## config.mk

```make
export PLATFORM = sky130hd
export DESIGN_NAME = resolver_feedback_top
export DESIGN_NICKNAME = d
export VERILOG_FILES = /design/src/verilog/resolver_pkg.sv /design/src/verilog/quad_target_if.sv /design/src/verilog/resolver_feedback_top.sv /design/src/verilog/sim_scaler.sv /design/src/verilog/quad_output.sv
export SDC_FILE = /design/constraint.sdc
export NUM_CORES = 1
export LEC_CHECK = 0
export ABC_AREA = 0
export BUFFER_PORTS_ARGS = -buffer_cell sky130_fd_sc_hd__clkbuf_2
export CAP_MARGIN = 20
export CORE_MARGIN = 3
export CORE_UTILIZATION = 40
export CTS_BUF_LIST = sky130_fd_sc_hd__clkbuf_2 sky130_fd_sc_hd__clkbuf_4 sky130_fd_sc_hd__clkbuf_8
export DETAILED_ROUTE_END_ITERATION = 8
export GPL_ROUTABILITY_DRIVEN = 1
export PLACE_DENSITY_LB_ADDON = 0.08
export SLEW_MARGIN = 20
export SYNTH_ARGS = -nofsm -noshare
export SYNTH_HDL_FRONTEND = slang
export SYNTH_SLANG_ARGS = --single-unit
```

## constraint.sdc

```tcl
create_clock -name CLK -period 5.15 [get_ports CLK]
set_input_delay 0 -clock CLK [delete_from_list [all_inputs] [get_ports CLK]]
set_output_delay 0 -clock CLK [all_outputs]
set_load 0.02 [all_outputs]
```

## src/verilog/resolver_pkg.sv

```systemverilog
// Shared constants for the resolver feedback and simulated encoder block.
// Assumes a single 200 MHz clock and Avalon-MM byte addressing.
//
// Contract
// - Excitation level follows 3:1 or 2:1 ratio.
// - Equivalent lines only 256, 1024 or 4096.
// - Resolution is 14, 12 or 10 bits.
// - Speed ceiling from lines and pole count.
// - Simulated output gives four counts per line.
// - Electrical cycles equal poles divided by two.
// - Pole count only 2, 4, 6 or 8.
// - Enabled wire-break detection trips; default enabled.
// - Source defaults to resolver position counter.
// - Source identifier limited to 00.00 through 21.51.
// - Output is source times numerator, default unity.
// - 14-bit scale quantised to powers of two.
// - 12-bit scale at least 1/8; 10-bit 1/2.
// - Numerator 0.5001 to 3.0000 gives unity scale.

package resolver_pkg;

	// ------------------------------------------------------------
	// Register byte offsets.
	// ------------------------------------------------------------
	localparam logic [5:0] ADDR_CONFIG = 6'h00; // Setup fields.
	localparam logic [5:0] ADDR_SOURCE = 6'h04; // Source identifier.
	localparam logic [5:0] ADDR_NUMER = 6'h08; // Numerator, 1e-4 units.
	localparam logic [5:0] ADDR_STATUS = 6'h0c; // Sticky events, read only.
	localparam logic [5:0] ADDR_CLEAR = 6'h10; // Write one to clear.
	localparam logic [5:0] ADDR_ENABLE = 6'h14; // Interrupt enables.
	localparam logic [5:0] ADDR_INFO = 6'h18; // Derived operating values.
	localparam logic [5:0] ADDR_LIMIT = 6'h1c; // Speed ceiling, 0.1 units.

	// ------------------------------------------------------------
	// Configuration field positions and reset values.
	// ------------------------------------------------------------
	localparam int CFG_RATIO = 0; // 0 selects 3:1, 1 selects 2:1.
	localparam int CFG_LINES_LO = 1; // Two bits of lines code.
	localparam int CFG_POLES_LO = 3; // Two bits of pole code.
	localparam int CFG_WBRK_EN = 5; // Wire-break detection enable.
	localparam logic [5:0] CFG_RESET = 6'h24; // 4096 lines, 2 poles, on.
	localparam logic [1:0] LINES_ILLEGAL = 2'h3; // Unused lines code.

	// Status bit positions.
	localparam int ST_TRIP = 0; // Broken feedback wire seen.
	localparam int ST_OVERSPD = 1; // Speed rose above ceiling.
	localparam int ST_REJECT = 2; // Illegal setting refused.
	localparam int ST_WIDTH = 3;

	// ------------------------------------------------------------
	// Source and numerator limits.
	// ------------------------------------------------------------
	localparam logic [7:0] SRC_MENU_MAX = 8'h15; // Menu 21.
	localparam logic [7:0] SRC_PARAM_MAX = 8'h63; // Parameter 99.
	localparam logic [7:0] SRC_LAST_PARAM = 8'h33; // 21.51 is last.
	localparam logic [7:0] SRC_POS_PARAM = 8'h05; // Position, x.05.
	localparam logic [15:0] NUMER_ONE = 16'h2710; // 1.0000.
	localparam logic [15:0] NUMER_MAX = 16'h7530; // 3.0000.
	localparam logic [15:0] NUMER_T32 = 16'h0138; // 0.0312.
	localparam logic [15:0] NUMER_T16 = 16'h0271; // 0.0625.
	localparam logic [15:0] NUMER_T8 = 16'h04e2; // 0.1250.
	localparam logic [15:0] NUMER_T4 = 16'h09c4; // 0.2500.
	localparam logic [15:0] NUMER_T2 = 16'h1388; // 0.5000.

	// ------------------------------------------------------------
	// Resolution and timing.
	// ------------------------------------------------------------
	localparam logic [3:0] RES_BASE = 4'ha; // Bits at the 256 setting.
	localparam logic [4:0] POS_BITS = 5'h10; // Width of rollover source.
	localparam logic [2:0] QUAD_COUNTS = 3'h4; // Counts per line.
	localparam int EDGE_MIN_NS = 100; // Least time between edges.
	localparam int CLK_NS = 5; // Clock period.
	localparam int EDGE_CYCLES = (EDGE_MIN_NS + CLK_NS - 1) / CLK_NS;

	// Speed ceilings in 0.1 units, indexed by {pole code, lines code}.
	localparam logic [19:0] SPEED_TABLE [0:15] = '{
		20'h61a80, 20'h203a0, 20'h080e8, 20'h00000,
		20'h40740, 20'h101d0, 20'h04074, 20'h00000,
		20'h2af80, 20'h0abe0, 20'h02af8, 20'h00000,
		20'h203a0, 20'h080e8, 20'h0203a, 20'h00000
	};

endpackage

```

## src/verilog/quad_target_if.sv

```systemverilog
// Carries the scaled count target from the scaler to the encoder output.
// Assumes both ends share CLK.
`timescale 1ns/100ps
`default_nettype none

interface quad_target_if;
	logic [15:0] target; // Desired count, shifted down to the resolution.
	logic [3:0] res_bits; // Operating resolution in bits.
	logic [2:0] shift; // Applied scale as a right shift.

	// Scaler drives, encoder output reads.
	modport producer(output target, res_bits, shift);
	modport consumer(input target, res_bits, shift);
endinterface

`default_nettype wire

```

## src/verilog/resolver_feedback_top.sv

```systemverilog
// Resolver feedback setup, trip logic and simulated encoder output.
// Assumes position and speed come from converter logic on CLK; the
// wire-fault pin is asynchronous.
`timescale 1ns/100ps
`default_nettype none

module resolver_feedback_top #(
	parameter logic [7:0] SLOT_MENU = 8'h0f, // Menu holding the position.
	parameter int STEP_CYCLES = resolver_pkg::EDGE_CYCLES
) (
	input wire logic CLK,
	input wire logic SRST,
	input wire logic [5:0] AVS_ADDRESS,
	input wire logic AVS_READ,
	input wire logic AVS_WRITE,
	input wire logic [31:0] AVS_WRITEDATA,
	output logic [31:0] AVS_READDATA,
	output logic AVS_WAITREQUEST,
	input wire logic [15:0] POS_IN,
	input wire logic [15:0] SRC_VALUE,
	output logic [15:0] SRC_ID,
	input wire logic [19:0] SPEED_MAG,
	input wire logic WIRE_FAULT,
	output logic EXC_HIGH,
	output logic TRIP,
	output logic QUAD_A,
	output logic QUAD_B,
	output logic IRQ
);
	// ------------------------------------------------------------
	// Registers.
	// ------------------------------------------------------------
	logic [5:0] cfg_reg; // Ratio, lines, poles, wire-break enable.
	logic [15:0] src_reg; // Selected source, menu high byte.
	logic [15:0] numer_reg; // Numerator in 1e-4 units.
	logic [2:0] status_reg; // Sticky events.
	logic [2:0] enable_reg; // Interrupt enables.
	logic ack_reg; // Answer cycle of a bus request.
	logic [31:0] rdata_reg; // Read data, stable at the answer.
	logic fault_s1_reg; // Synchroniser first stage.
	logic fault_s2_reg; // Synchroniser second stage.
	logic over_reg; // Previous overspeed level.
	logic [2:0] status_next;

	// ------------------------------------------------------------
	// Bus decode.
	// ------------------------------------------------------------
	wire req_w;
	wire wr_w;
	wire wr_cfg_w;
	wire wr_src_w;
	wire wr_num_w;
	wire wr_clr_w;
	wire wr_en_w;
	wire [1:0] wlines_w;
	wire cfg_ok_w;
	wire src_ok_w;
	wire num_ok_w;
	wire reject_w;

	assign req_w = AVS_READ || AVS_WRITE;
	// A write lands only on the cycle with waitrequest low.
	assign wr_w = AVS_WRITE && ack_reg;
	assign wr_cfg_w = wr_w && AVS_ADDRESS == resolver_pkg::ADDR_CONFIG;
	assign wr_src_w = wr_w && AVS_ADDRESS == resolver_pkg::ADDR_SOURCE;
	assign wr_num_w = wr_w && AVS_ADDRESS == resolver_pkg::ADDR_NUMER;
	assign wr_clr_w = wr_w && AVS_ADDRESS == resolver_pkg::ADDR_CLEAR;
	assign wr_en_w = wr_w && AVS_ADDRESS == resolver_pkg::ADDR_ENABLE;

	// Only three lines settings exist; every two-bit pole code is legal.
	assign wlines_w = AVS_WRITEDATA[resolver_pkg::CFG_LINES_LO +: 2];
	assign cfg_ok_w = wlines_w != resolver_pkg::LINES_ILLEGAL;
	// Identifier must not pass 21.51.
	assign src_ok_w = AVS_WRITEDATA[15:8] < resolver_pkg::SRC_MENU_MAX ?
		AVS_WRITEDATA[7:0] <= resolver_pkg::SRC_PARAM_MAX :
		AVS_WRITEDATA[15:8] == resolver_pkg::SRC_MENU_MAX &&
		AVS_WRITEDATA[7:0] <= resolver_pkg::SRC_LAST_PARAM;
	assign num_ok_w = AVS_WRITEDATA[15:0] <= resolver_pkg::NUMER_MAX;
	assign reject_w = (wr_cfg_w && !cfg_ok_w) || (wr_src_w && !src_ok_w) ||
		(wr_num_w && !num_ok_w);

	// ------------------------------------------------------------
	// Derived operating values.
	// ------------------------------------------------------------
	wire [1:0] lines_w;
	wire [1:0] poles_w;
	wire [3:0] cycles_w;
	wire [19:0] limit_w;
	wire over_w;
	wire fault_w;
	wire [2:0] event_w;
	wire pos_sel_w;
	wire [15:0] src_val_w;

	assign lines_w = cfg_reg[resolver_pkg::CFG_LINES_LO +: 2];
	assign poles_w = cfg_reg[resolver_pkg::CFG_POLES_LO +: 2];
	// Pole code n means 2n+2 poles, so cycles per rev are n+1.
	assign cycles_w = {2'b00, poles_w} + 4'h1;
	assign limit_w = resolver_pkg::SPEED_TABLE[{poles_w, lines_w}];
	assign over_w = SPEED_MAG > limit_w;
	// Checking is off entirely while detection is disabled.
	assign fault_w = fault_s2_reg &&
		cfg_reg[resolver_pkg::CFG_WBRK_EN];
	assign event_w = {reject_w, over_w && !over_reg, fault_w};
	// The own position counter feeds the output unless another is chosen.
	assign pos_sel_w = src_reg ==
		{SLOT_MENU, resolver_pkg::SRC_POS_PARAM};
	assign src_val_w = pos_sel_w ? POS_IN : SRC_VALUE;

	// Events set over a clear in the same cycle.
	always_comb begin
		status_next = status_reg;
		if (wr_clr_w) begin
			status_next = status_reg & ~AVS_WRITEDATA[2:0];
		end
		status_next = status_next | event_w;
	end

	// ------------------------------------------------------------
	// Read mux.
	// ------------------------------------------------------------
	wire [31:0] rmux_w;

	quad_target_if tgt_if ();

	assign rmux_w =
		AVS_ADDRESS == resolver_pkg::ADDR_CONFIG ? {26'h0, cfg_reg} :
		AVS_ADDRESS == resolver_pkg::ADDR_SOURCE ? {16'h0, src_reg} :
		AVS_ADDRESS == resolver_pkg::ADDR_NUMER ? {16'h0, numer_reg} :
		AVS_ADDRESS == resolver_pkg::ADDR_STATUS ? {29'h0, status_reg} :
		AVS_ADDRESS == resolver_pkg::ADDR_ENABLE ? {29'h0, enable_reg} :
		AVS_ADDRESS == resolver_pkg::ADDR_INFO ?
		{17'h0, tgt_if.shift, cycles_w, 4'h0, tgt_if.res_bits} :
		AVS_ADDRESS == resolver_pkg::ADDR_LIMIT ? {12'h0, limit_w} :
		32'h0000_0000;

	// Bus handshake: every request is answered on its second cycle.
	always_ff @(posedge CLK) begin
		if (SRST) begin
			ack_reg <= 1'b0;
			rdata_reg <= 32'h0000_0000;
		end else begin
			ack_reg <= req_w && !ack_reg;
			rdata_reg <= rmux_w;
		end
	end

	// Setup registers keep their value when a write is refused.
	always_ff @(posedge CLK) begin
		if (SRST) begin
			cfg_reg <= resolver_pkg::CFG_RESET;
			src_reg <= {SLOT_MENU, resolver_pkg::SRC_POS_PARAM};
			numer_reg <= resolver_pkg::NUMER_ONE;
			enable_reg <= 3'h0;
		end else begin
			if (wr_cfg_w && cfg_ok_w) begin
				cfg_reg <= AVS_WRITEDATA[5:0];
			end
			if (wr_src_w && src_ok_w) begin
				src_reg <= AVS_WRITEDATA[15:0];
			end
			if (wr_num_w && num_ok_w) begin
				numer_reg <= AVS_WRITEDATA[15:0];
			end
			if (wr_en_w) begin
				enable_reg <= AVS_WRITEDATA[2:0];
			end
		end
	end

	// Fault pin synchroniser, overspeed edge and sticky status.
	always_ff @(posedge CLK) begin
		if (SRST) begin
			fault_s1_reg <= 1'b0;
			fault_s2_reg <= 1'b0;
			over_reg <= 1'b0;
			status_reg <= 3'h0;
		end else begin
			fault_s1_reg <= WIRE_FAULT;
			fault_s2_reg <= fault_s1_reg;
			over_reg <= over_w;
			status_reg <= status_next;
		end
	end

	// ------------------------------------------------------------
	// Simulated encoder output.
	// ------------------------------------------------------------
	sim_scaler u_scaler (
		.clk(CLK),
		.srst(SRST),
		.src(src_val_w),
		.numer(numer_reg),
		.lines(lines_w),
		.tgt(tgt_if.producer)
	);

	quad_output #(.STEP_CYCLES(STEP_CYCLES)) u_quad (
		.clk(CLK),
		.srst(SRST),
		.tgt(tgt_if.consumer),
		.phase_a(QUAD_A),
		.phase_b(QUAD_B)
	);

	// ------------------------------------------------------------
	// Outputs.
	// ------------------------------------------------------------
	assign AVS_WAITREQUEST = !ack_reg;
	assign AVS_READDATA = rdata_reg;
	assign SRC_ID = src_reg;
	// Higher drive for the larger 3:1 ratio.
	assign EXC_HIGH = !cfg_reg[resolver_pkg::CFG_RATIO];
	assign TRIP = status_reg[resolver_pkg::ST_TRIP];
	assign IRQ = |(status_reg & enable_reg);

	// ------------------------------------------------------------
	// Checks.
	// ------------------------------------------------------------
	a_trip_gated: assert property (
		@(posedge CLK) disable iff (SRST)
		(fault_s2_reg && cfg_reg[resolver_pkg::CFG_WBRK_EN]) |=> TRIP)
		else $error("Enabled wire fault did not trip.");
	a_trip_off: assert property (
		@(posedge CLK) disable iff (SRST)
		(!TRIP && !cfg_reg[resolver_pkg::CFG_WBRK_EN]) |=> !TRIP)
		else $error("Trip raised with detection disabled.");
	a_lines_legal: assert property (
		@(posedge CLK) disable iff (SRST)
		lines_w != resolver_pkg::LINES_ILLEGAL)
		else $error("Illegal lines code stored.");
	// The scaler copy is one register behind the setup, and it still holds
	// its reset value on the first edge after reset is released.
	a_res_bits: assert property (
		@(posedge CLK) disable iff (SRST)
		!$past(SRST) |-> tgt_if.res_bits ==
		resolver_pkg::RES_BASE + {1'b0, $past(lines_w), 1'b0})
		else $error("Resolution does not follow lines.");
	a_src_range: assert property (
		@(posedge CLK) disable iff (SRST)
		src_reg[15:8] <= resolver_pkg::SRC_MENU_MAX)
		else $error("Source identifier beyond range.");
	a_excite_follow: assert property (
		@(posedge CLK) disable iff (SRST)
		(wr_cfg_w && cfg_ok_w) |=>
		EXC_HIGH == !$past(AVS_WRITEDATA[resolver_pkg::CFG_RATIO]))
		else $error("Excitation did not follow ratio.");
	a_reject_keeps: assert property (
		@(posedge CLK) disable iff (SRST)
		(wr_cfg_w && !cfg_ok_w) |=> $stable(cfg_reg) &&
		status_reg[resolver_pkg::ST_REJECT])
		else $error("Refused setting was stored.");
	// A new overspeed is flagged on the next edge, even against a clear.
	a_overspd_flag: assert property (
		@(posedge CLK) disable iff (SRST)
		(over_w && !over_reg) |=> status_reg[resolver_pkg::ST_OVERSPD])
		else $error("Overspeed was not flagged.");
	// A trip stays set until software writes a clear.
	a_trip_sticky: assert property (
		@(posedge CLK) disable iff (SRST)
		(TRIP && !wr_clr_w) |=> TRIP)
		else $error("Trip dropped without a clear.");
	a_irq_level: assert property (@(posedge CLK) disable iff (SRST)
		IRQ == |(status_reg & enable_reg))
		else $error("Interrupt disagrees with status.");
endmodule

`default_nettype wire

```

## src/verilog/sim_scaler.sv

```systemverilog
// Picks the quantised scale and forms the count target of the output.
// Assumes configuration inputs come from registers on the same clock.
`timescale 1ns/100ps
`default_nettype none

module sim_scaler (
	input wire logic clk,
	input wire logic srst,
	input wire logic [15:0] src,
	input wire logic [15:0] numer,
	input wire logic [1:0] lines,
	quad_target_if.producer tgt
);
	// ------------------------------------------------------------
	// Scale selection.
	// ------------------------------------------------------------
	wire [3:0] bits_w;
	wire [2:0] fine_w;
	wire [2:0] shift_w;
	wire [15:0] scaled_w;
	wire [15:0] target_w;

	// Resolution grows by two bits per lines step.
	assign bits_w = resolver_pkg::RES_BASE + {1'b0, lines, 1'b0};
	// Fine power-of-two step at full resolution.
	assign fine_w = (numer <= resolver_pkg::NUMER_T32) ? 3'h5 :
		(numer <= resolver_pkg::NUMER_T16) ? 3'h4 :
		(numer <= resolver_pkg::NUMER_T8) ? 3'h3 :
		(numer <= resolver_pkg::NUMER_T4) ? 3'h2 : 3'h1;
	// Coarser resolutions clamp the scale; large values give unity.
	assign shift_w = (numer > resolver_pkg::NUMER_T2) ? 3'h0 :
		(lines == 2'h0) ? 3'h1 :
		(lines == 2'h1 && fine_w > 3'h3) ? 3'h3 : fine_w;
	// Source times scale, then reduced to lines times four counts.
	assign scaled_w = src >> shift_w;
	assign target_w = scaled_w >>
		(resolver_pkg::POS_BITS - {1'b0, bits_w});

	// Registered so the output stage sees stable data.
	always_ff @(posedge clk) begin
		if (srst) begin
			tgt.target <= 16'h0000;
			tgt.res_bits <= resolver_pkg::RES_BASE;
			tgt.shift <= 3'h0;
		end else begin
			tgt.target <= target_w;
			tgt.res_bits <= bits_w;
			tgt.shift <= shift_w;
		end
	end

	a_scale_unity: assert property (
		@(posedge clk) disable iff (srst)
		numer > resolver_pkg::NUMER_T2 |=> tgt.shift == 3'h0)
		else $error("Scale is not unity above one half.");
	a_scale_coarse: assert property (
		@(posedge clk) disable iff (srst)
		(lines == 2'h0 && numer <= resolver_pkg::NUMER_T2) |=>
		tgt.shift == 3'h1)
		else $error("Coarse resolution scale is not one half.");
	// The smallest numerators reach the finest step only at full resolution.
	a_scale_fine: assert property (
		@(posedge clk) disable iff (srst)
		(lines == 2'h2 && numer <= resolver_pkg::NUMER_T32) |=>
		tgt.shift == 3'h5)
		else $error("Finest scale is not one thirty-second.");
endmodule

`default_nettype wire

```

## src/verilog/quad_output.sv

```systemverilog
// Steps a quadrature pair one count at a time toward the target count.
// Assumes the target moves less than half a revolution between steps.
`timescale 1ns/100ps
`default_nettype none

module quad_output #(
	parameter int STEP_CYCLES = resolver_pkg::EDGE_CYCLES
) (
	input wire logic clk,
	input wire logic srst,
	quad_target_if.consumer tgt,
	output logic phase_a,
	output logic phase_b
);
	typedef enum logic [1:0] {
		Q00 = 2'b00, Q01 = 2'b01, Q11 = 2'b11, Q10 = 2'b10
	} quad_t;

	quad_t state_reg, state_next; // Phase pair, B in bit 0.
	logic [15:0] count_reg; // Count already sent out.
	logic [7:0] gap_reg; // Cycles until the next edge may come.

	// ------------------------------------------------------------
	// Direction from the wrapped distance to the target.
	// ------------------------------------------------------------
	wire [15:0] mask_w;
	wire [15:0] dist_w;
	wire [15:0] aligned_w;
	wire fwd_w;
	wire rev_w;
	wire step_w;

	assign mask_w = (16'h0001 << tgt.res_bits) - 16'h0001;
	assign dist_w = tgt.target - count_reg;
	assign aligned_w = dist_w <<
		(resolver_pkg::POS_BITS - {1'b0, tgt.res_bits});
	assign fwd_w = aligned_w != 16'h0000 && !aligned_w[15];
	assign rev_w = aligned_w[15];
	assign step_w = (gap_reg == 8'h00) && (fwd_w || rev_w);

	// Gray sequence; A leads B when counting forward.
	always_comb begin
		state_next = state_reg;
		if (step_w) begin
			unique case (state_reg)
				Q00: state_next = fwd_w ? Q10 : Q01;
				Q10: state_next = fwd_w ? Q11 : Q00;
				Q11: state_next = fwd_w ? Q01 : Q10;
				Q01: state_next = fwd_w ? Q00 : Q11;
			endcase
		end
	end

	// One count per edge of either phase.
	always_ff @(posedge clk) begin
		if (srst) begin
			state_reg <= Q00;
			count_reg <= 16'h0000;
			gap_reg <= 8'h00;
		end else begin
			state_reg <= state_next;
			if (step_w) begin
				count_reg <= (fwd_w ? count_reg + 16'h0001 :
					count_reg - 16'h0001) & mask_w;
				gap_reg <= 8'(STEP_CYCLES - 1);
			end else if (gap_reg != 8'h00) begin
				gap_reg <= gap_reg - 8'h01;
			end
		end
	end

	assign phase_a = state_reg[1];
	assign phase_b = state_reg[0];

	a_quad_gray: assert property (
		@(posedge clk) disable iff (srst)
		!(phase_a != $past(phase_a) && phase_b != $past(phase_b)))
		else $error("Both phases changed together.");
	a_quad_spacing: assert property (
		@(posedge clk) disable iff (srst)
		$changed(state_reg) |=> $stable(state_reg))
		else $error("Edges came back to back.");
endmodule

`default_nettype wire

```

==> flow_summary_export.csv, run 1 <==
group,metric,value,unit
status,status,"completed",
worst_setup_path,rr_worst_depth,24,
clocking,cts_sinks,115,
timing,max_slew_margin,0.265,
clocking,cts-root-buf,"clkbuf_8",
timing,tns,0,ns
power,seq_power_share,0.254,
place,place_ws,0.0551,ns
worst_setup_path,crit_buf_inv,4,
min_path,hold_end,"AVS_READDATA[1]",
clocking,path_clk_slew,0.09,ns
worst_setup_path,start_kind,"flop",
synth,yosysUniqueCellTypes,84,
synth,ys_warn_count,0,
power,switching_share,0.430,
worst_setup_path,worstPathMaxFanout,5,
timing,whs,0.0208,ns
power,ir_drop,248,uV
final_layout,stdcell_area,10300,sq um
place,post-place-cells,1455,
floorplanning,start_util,0.412,
synth,synthArstFlopShare,0,
final_layout,drive_gt1_frac,0.194,
timing,hold_viol,0,
floorplanning,dieHeight,154,um
drt,viasPerCell,5.82,
clocking,cts_tree,"yes",
timing,skew,0.0145,ns
worst_setup_path,arrival,5.26,ns
synth,yosysTopAreaCellShare,0.263,
synth,postSynthCellCount,1090,
drt,drtIter0Drc,719,
place,gp_congestion,0.900,
timing,finalCritPeriodShare,0.953,
floorplanning,die-width,154,um
synth,yosys_register_bits,115,
worst_setup_path,r2r_start,"u_scaler.tgt.target[0]",
final_layout,num_antenna_cells,0,
power,clkPwrFrac,0.208,
worst_setup_path,cp_num_cells,24,
grt,grt_start_max_net_pins,68,
synth,synthFlopType,"dfxtp_1",
drt,via_count,8782,
worst_setup_path,critPathMaxStageDelay,0.46,ns
drt,drtPass1Iterations,5,
worst_setup_path,slowest_stage,"a2111o_1",
drt,drtAntennaViolNets,0,
power,p_int,2.36,mW
worst_setup_path,worstPathRequired,5.50,ns
worst_setup_path,r2r_setup_slack,0.24,ns
worst_setup_path,reg2reg_to,"u_quad.count_reg[13]",
grt,grt_pass1_vias,8100,
place,hpwl,21200,um
grt,antenna_found_initial,1,
clocking,clk_path_buf_depth,2,
worst_setup_path,criticalPathCategory,"flop to flop",
synth,avgSynthCellArea,8.02,sq um
clocking,htreeDepth,4,
timing,tightest_slew,1.10,ns
worst_setup_path,path_cells,"inv_1 -> ha_1 -> inv_1 -> fa_1 -> a21o_1 -> buf_4 -> a31o_1 -> and4_1 -> a41o_1 -> o2111a_1 -> a21boi_1 -> o31ai_2 -> nand2_1 -> nand2_1 -> buf_4 -> ha_1 -> a21o_1 -> a2111o_1 -> nand3_2 -> a31oi_2 -> a21o_1 -> a21o_1 -> xnor2_1 -> o41ai_2",
final_layout,syn2layout_area_growth,18.4,%
drt,drc,0,
min_path,whs_path_depth,4,
timing,fmax,204,MHz
timing,period_minus_slack,4.91,ns
worst_setup_path,crit_top_cell,"a21o_1",
synth,netlist_top_cells_area,"dfxtp_1 26%, ha_1 8.7%, mux2i_1 7.1%",
place,place_area,9630,sq um
flow_run,cap_viol_max_count,0,
clocking,insertion_delay,0.45,ns
synth,synth_edf_count,0,
min_path,hp-start,"AVS_ADDRESS[1]",
grt,grt_overflow,0,
synth,syn_area,8740,sq um
synth,synth.yosys.seq_area_share,0.263,
power,combPwrFrac,0.538,
clocking,cts_buffers,17,
final_layout,largest_reg_flops,19,
synth,synth_area_leader_cell,"dfxtp_1",
min_path,hold_class,"input port to flop",
final_layout,instances_no_fill,1508,
final_layout,fin_nets,1378,
final_layout,final_core_util,0.488,
drt,routed_wirelength,28500,um
floorplanning,core_area,21200,sq um
grt,grt_use_total,0.233,
worst_setup_path,endpoint_kind,"flop",
floorplanning,die_area,23700,sq um
worst_setup_path,critical_path.top_delay_family,"compound AO/OA/AOI/OAI gates",
floorplanning,rows,53,
timing,setup-violations-final,0,
timing,slew_viol_final,0,
floorplanning,pin_count,149,
power,p_leak,4.56,nW
place,port_buffers,119,
drt,wl_per_cell,18.9,um
power,power,4.14,mW
power,powerDensity,400,nW/um^2
power,p_switching,1.78,mW
timing,worst_slack,0.242,ns
grt,grt_pass1_wl,44700,um
## layer usage
layer  up-vias  part of all wire  global-route usage
met5         -                 0                   0
met4         0             0.013              0.0513
met3        23             0.057              0.0402
met2       319              0.47               0.370
met1      4139              0.46               0.333
li1       4301                 -                   -
## worst max path at each step
stage,endpoint,slack [ns],from
after global placement,u_quad.count_reg[14],0.10,u_scaler.tgt.target[0]
after CTS,u_quad.count_reg[14],0.06,u_quad.count_reg[3]
after detailed placement,u_quad.count_reg[14],0.06,u_scaler.tgt.target[0]
after global routing,u_quad.count_reg[14],-0.006,u_scaler.tgt.target[0]
final,u_quad.count_reg[13],0.24,u_scaler.tgt.target[0]
after floorplan,u_quad.count_reg[13],0.04,u_quad.count_reg[0]
## cell usage after synthesis (all sizes together) (3+ instances only)
| library cell | instances |
|---|---|
| a21oi | 59 |
| and2 | 7 |
| a211oi | 11 |
| o21a | 5 |
| and3 | 21 |
| dfxtp | 115 |
| a221oi | 14 |
| nand3b | 7 |
| nor4 | 13 |
| o41ai | 12 |
| o211ai | 27 |
| or2 | 8 |
| mux4 | 3 |
| a31oi | 17 |
| or4 | 3 |
| clkbuf | 50 |
| a311o | 3 |
| buf | 28 |
| mux2 | 8 |
| xnor2 | 14 |
| a2111o | 4 |
| ha | 61 |
| nor2b | 15 |
| nand3 | 44 |
| nand2b | 12 |
| nand2 | 88 |
| a32oi | 7 |
| a21o | 26 |
| a311oi | 3 |
| nor2 | 97 |
| nor3 | 37 |
| xor2 | 15 |
| mux2i | 62 |
| a21boi | 4 |
| o31ai | 12 |
| or3 | 12 |
| o211a | 6 |
| o21ai | 49 |
| inv | 41 |
| a22oi | 7 |
| nand4 | 12 |
| o21bai | 4 |
| a2bb2oi | 3 |
| a211o | 6 |
| nor3b | 3 |
## final cells by class
class,instances,area [sq um]
clock buffer,17,234
clock inverter,15,155
fill,2141,10900
inverter,41,154
multi-input combinational,868,6080
sequential,115,2300
tap,275,344
timing repair buffer,177,1080
## cell families after synthesis
family,count (synthesis),share of synthesized area
mux,73,0.0890
simple gates,386,0.216
fa+ha+maj,63,0.0919
other cells,1,0.000429
xor+xnor,29,0.0290
buf+inv,119,0.0611
compound gates,304,0.250
flops,115,0.263
## worst register-to-register path: cells and delay by family, from the launching register on
kind | cells | cell delay [ns]
and+or+nand+nor | 4 | 0.47
buffers and inverters | 4 | 0.44
adders and majority gates | 3 | 0.86
DFF | 1 | 0.31
xor gates and xnor gates | 1 | 0.13
AOI/OAI and AO/OA | 12 | 2.62
## power by group through the flow
stage	clock [mW]	sequential [mW]	combinational [mW]
floorplan	0	1.06	1.50
global placement	0	1.07	2.07
detailed placement	0	1.07	2.06
CTS	0.890	1.05	2.10
global route	0.924	1.06	2.46
finish	0.862	1.05	2.23
## cell usage in the layout (no fill, tap or decap), types with 26 or more instances in the layout
cell	n
nor2_1	96
ha_1	60
nor3_1	36
nand3_1	43
nand2_1	88
a21oi_1	56
o21ai_0	38
inv_1	41
dfxtp_1	115
a21o_1	26
o211ai_1	27
buf_4	37
clkbuf_2	119
mux2i_1	62
## what timing repair did
action / in CTS / in global routing
hold buffers: 21 / 0
endpoints found under the setup margin: 1 / 3
pin swaps: 0 / 4
resized for setup: 1 / 23
endpoints found under the hold margin: 42 / 0
buffers inserted: 0 / 0
Power figures use the tool's default switching activity.
==> run 2: changes to the inputs <==
CELL_PAD_IN_SITES_DETAIL_PLACEMENT = 1   (was unset)
CELL_PAD_IN_SITES_GLOBAL_PLACEMENT = 2   (was unset)
CORE_UTILIZATION = 31   (was 40)
==> run 2 against run 1 <==
Cell area up 2.4%; largest power group unchanged; worst setup slack gained 0.041 ns; power rose by 5.1%; register-to-register slack improved by 0.04 ns; critical endpoint is now u_quad.count_reg[14].
==> flow_summary_export.csv, run 2 (synthesis gave the netlist of run 1 again) <==
group,metric,value,unit
status,status,"completed",
worst_setup_path,worstPathRequired,5.52,ns
timing,tightest_slew,1.09,ns
final_layout,layout.cells.most_common,"clkbuf_2",
final_layout,stdcell_area,10600,sq um
worst_setup_path,startpoint,"u_scaler.tgt.target[0]",
timing,fmax,205,MHz
floorplanning,rows,60,
clocking,cts_tree,"yes",
final_layout,syn2layout_area_growth,21.2,%
worst_setup_path,r2r_start,"u_scaler.tgt.target[0]",
clocking,cts-root-buf,"clkbuf_8",
drt,drtAntennaViolNets,0,
final_layout,fillers,3352,
final_layout,num_antenna_cells,0,
power,powerDensity,410,nW/um^2
place,gp_congestion,0.832,
floorplanning,pin_count,149,
final_layout,fin_nets,1390,
floorplanning,dieHeight,174,um
worst_setup_path,worstPathMaxFanout,10,
floorplanning,die-width,174,um
grt,grt_pass1_vias,8964,
drt,drc,0,
power,p_leak,4.65,nW
flow_run,cap_viol_max_count,0,
grt,grt_overflow,0,
drt,drtIter0Drc,426,
min_path,hold_class,"input port to flop",
floorplanning,core_area,27300,sq um
final_layout,drive_gt1_frac,0.202,
clocking,path_clk_slew,0.09,ns
clocking,htreeDepth,4,
place,place_area,9840,sq um
floorplanning,die_area,30300,sq um
drt,routed_wirelength,33200,um
timing,slew_viol_final,0,
timing,setup-violations-final,0,
drt,drtPass1Iterations,5,
final_layout,final_cell_mix,"119 x clkbuf_2, 115 x dfxtp_1, 96 x nor2_1",
timing,hold_viol,0,
drt,viasPerCell,5.48,
grt,grt_use_total,0.217,
worst_setup_path,arrival,5.24,ns
worst_setup_path,critPathMaxStageDelay,0.37,ns
clocking,cts_sinks,115,
timing,skew,0.0191,ns
worst_setup_path,endpoint_kind,"flop",
timing,max_slew_margin,0.276,
power,ir_drop,173,uV
clocking,insertion_delay,0.47,ns
worst_setup_path,criticalPathCategory,"flop to flop",
place,hpwl,25200,um
worst_setup_path,start_kind,"flop",
place,place_ws,0.0527,ns
min_path,hp-start,"AVS_ADDRESS[1]",
timing,finalCritPeriodShare,0.945,
clocking,clk_path_buf_depth,2,
drt,via_count,8867,
final_layout,largest_reg_flops,19,
timing,period_minus_slack,4.87,ns
place,port_buffers,119,
floorplanning,start_util,0.320,
final_layout,regArea,2300,sq um
grt,grt_start_max_net_pins,66,
grt,antenna_found_initial,0,
timing,worst_slack,0.283,ns
drt,wl_per_cell,20.5,um
clocking,cts_buffers,17,
worst_setup_path,slowest_stage,"fa_1",
final_layout,multiInputGateArea,6080,sq um
grt,grt_pass1_wl,52200,um
run 2: worst paths after layout:
kind,cells after the start,end,slack [ns]
setup / recovery,25,u_quad.count_reg[14],0.28
hold / removal,4,AVS_READDATA[1],0.02
setup reg to reg,25,u_quad.count_reg[14],0.28
hold reg to reg,1,status_reg[1],0.43
run 2: worst max-delay path, delay by kind of cell, from the launching register on:
family	cells	cell delay [ns]
AO/OA/AOI/OAI	11	1.97
adder cells (fa/ha/maj)	3	0.83
buffers and inverters	5	0.61
XOR/XNOR	1	0.09
AND/OR/NAND/NOR	5	0.94
flip-flops	1	0.30
run 2: metrics by stage:
step	util	setup TNS [ns]	hold WS [ns]	instances	power, mW
2_1_floorplan	-	0	0.125	1102	2.56
3_3_place_gp	0.360	0	0.221	1563	3.25
3_5_place_dp	0.360	0	0.241	1563	3.27
4_1_cts	0.383	0	0.00443	1616	4.26
5_1_grt	0.388	-0.00306	0.0333	1617	4.68
6_report	0.388	0	0.0165	1617	4.35
run 2: cell type report:
class	count	share of cell area
Multi-Input combinational cell	868	0.574
Clock inverter	14	0.0169
Sequential cell	115	0.217
Inverter	41	0.0145
Timing Repair Buffer	189	0.111
Clock buffer	18	0.0228
Tap cell	372	0.0439
run 2: routing by layer:
layer	wire length, um	GRT usage
met1	16200	0.300
met2	15600	0.362
met4	385	0.0466
met5	0	0
met3	1030	0.0280
run 2: power by group:
group / switching (mW) / internal (mW) / leakage [nW]
Sequential: 0.0765 / 0.977 / 0.936
Clock: 0.459 / 0.491 / 0.215
Combinational: 1.31 / 1.03 / 3.49
run 2: repair_timing:
action,4_1_cts,5_1_grt
pin swaps,0,9
resized for setup,2,25
setup buffers,0,1
endpoints found under the setup margin,1,5
hold buffers,21,0
hold endpoints to repair,43,0
==> run 3: changes to the inputs <==
CORE_UTILIZATION = 34   (was 31)
clock period = 5.1 ns   (was 5.15 ns; I/O delays follow)
==> run 3 against run 2 <==
Maximum frequency shrank 0.20%; worst setup slack lost 0.060 ns; utilization grew 3.5 points; highest routed layer unchanged.
==> flow_summary_export.csv, run 3 (synthesis gave the netlist of run 1 again) <==
group,metric,value,unit
worst_setup_path,slowest_stage,"a2111o_1",
min_path,hold_end,"AVS_READDATA[0]",
floorplanning,die-width,166,um
timing,tightest_slew,1.01,ns
drt,drtIter0Drc,453,
worst_setup_path,worstPathRequired,5.46,ns
clocking,clk_path_buf_depth,2,
power,p_leak,4.64,nW
worst_setup_path,r2r_setup_slack,0.22,ns
grt,antenna_found_initial,0,
final_layout,fin_nets,1394,
drt,wl_per_cell,21.1,um
min_path,hp-start,"AVS_ADDRESS[0]",
floorplanning,die_area,27700,sq um
drt,viasPerCell,5.68,
final_layout,syn2layout_area_growth,22.0,%
worst_setup_path,endpoint_kind,"flop",
timing,slew_viol_final,0,
timing,setup-violations-final,0,
drt,drtPass1Iterations,7,
min_path,whs_path_depth,3,
place,gp_congestion,0.862,
grt,grt_overflow,0,
clocking,insertion_delay,0.46,ns
grt,grt_pass1_vias,9106,
place,place_ws,-0.0486,ns
worst_setup_path,start_kind,"flop",
drt,drc,0,
final_layout,largest_reg_flops,19,
floorplanning,pin_count,149,
floorplanning,start_util,0.346,
worst_setup_path,criticalPathCategory,"flop to flop",
min_path,hold_class,"input port to flop",
flow_run,cap_viol_max_count,0,
worst_setup_path,rr_worst_depth,25,
worst_setup_path,crit_top_cell,"a21o_1",
timing,fmax,205,MHz
final_layout,final_cell_mix,"119 x clkbuf_2, 111 x dfxtp_1, 95 x nor2_1",
drt,routed_wirelength,33200,um
clocking,cts_buffers,17,
timing,worst_slack,0.223,ns
drt,drtAntennaViolNets,0,
timing,hold_viol,0,
worst_setup_path,arrival,5.23,ns
worst_setup_path,worstPathMaxFanout,3,
drt,via_count,8963,
floorplanning,rows,58,
place,post-place-cells,1523,
grt,grt_pass1_wl,52500,um
clocking,htreeDepth,4,
final_layout,fillers,3074,
final_layout,drive_gt1_frac,0.220,
floorplanning,dieHeight,166,um
clocking,cts-root-buf,"clkbuf_8",
final_layout,layout.cells.most_common,"clkbuf_2",
clocking,path_clk_slew,0.10,ns
clocking,cts_tree,"yes",
worst_setup_path,critPathMaxStageDelay,0.40,ns
grt,grt_use_total,0.236,
final_layout,instances_no_fill,1579,
final_layout,num_antenna_cells,0,
timing,period_minus_slack,4.88,ns
worst_setup_path,reg2reg_to,"u_quad.count_reg[13]",
place,hpwl,24900,um
power,powerDensity,423,nW/um^2
clocking,cts_sinks,115,
status,status,"completed",
timing,skew,0.0249,ns
floorplanning,core_area,25300,sq um
place,port_buffers,119,
power,ir_drop,240,uV
worst_setup_path,r2r_start,"u_scaler.tgt.target[0]",
power,power,4.51,mW
timing,max_slew_margin,0.322,
grt,grt_start_max_net_pins,66,
timing,finalCritPeriodShare,0.956,
timing,whs,0.0149,ns
[run 3: changes by cell type in the layout (fill, tap and decap cells not counted), sizes merged]
cell,previous run,this run
dlygate4sd3,21,20
clkinv,8,5
bufinv,3,1
inv,44,46
buf,49,54
clkinvlp,0,3
[run 3: routing by layer]
layer	wire length [um]	GRT usage
met5	0	0
met1	15500	0.322
met3	1310	0.0367
met4	625	0.0545
met2	15800	0.394
[run 3: critical path: cells and delay by family (launching register included)]
family | cells | cell delay [ns]
AO/OA/AOI/OAI | 12 | 2.53
AND/OR/NAND/NOR | 5 | 0.71
adder cells (fa/ha/maj) | 3 | 0.69
buffers and inverters | 4 | 0.39
flip-flops | 1 | 0.31
XOR/XNOR | 1 | 0.13
[run 3: area by class of cell]
type,count,area [sq um],area share
multi-input combinational,868,6200,0.581
clock buffer,18,248,0.0232
timing repair buffer,193,1220,0.114
sequential,115,2310,0.216
clock inverter,14,129,0.0121
inverter,41,154,0.0144
tap,330,413,0.0387
[run 3: worst max-delay path by stage]
| stage | depth (start not counted) | slack [ns] | to | startpoint |
|---|---|---|---|---|
| 6_report | 25 | 0.22 | u_quad.count_reg[13] | u_scaler.tgt.target[0] |
| 5_1_grt | 23 | -0.04 | u_quad.count_reg[13] | u_quad.count_reg[2] |
| 4_1_cts | 23 | -0.02 | u_quad.count_reg[13] | u_quad.count_reg[0] |
| 3_5_place_dp | 24 | -0.05 | u_quad.count_reg[14] | u_quad.count_reg[0] |
| 3_3_place_gp | 25 | 0.09 | u_quad.count_reg[14] | u_scaler.tgt.target[0] |
| 2_1_floorplan | 22 | 0.12 | u_quad.count_reg[13] | u_quad.count_reg[0] |
[run 3: power by group]
part / internal [mW] / switching (mW)
Sequential: 0.990 / 0.0860
Clock: 0.404 / 0.464
Combinational: 1.16 / 1.41
Total: 2.55 / 1.96
[run 3: metrics by stage]
stage | utilization | TNS [ns] | area [sq um]
floorplan | - | 0 | 8790
global placement | 0.389 | 0 | 9810
detailed placement | 0.389 | -0.0937 | 9810
CTS | 0.412 | -0.0290 | 10400
global route | 0.423 | -0.0513 | 10700
finish | 0.423 | 0 | 10700
[run 3: timing repair]
action	4_1_cts	5_1_grt
pin swaps	1	26
resized for setup	5	48
endpoints found under the setup margin	3	6
hold buffers	20	0
endpoints found under the hold margin	39	0
buffers inserted	0	4
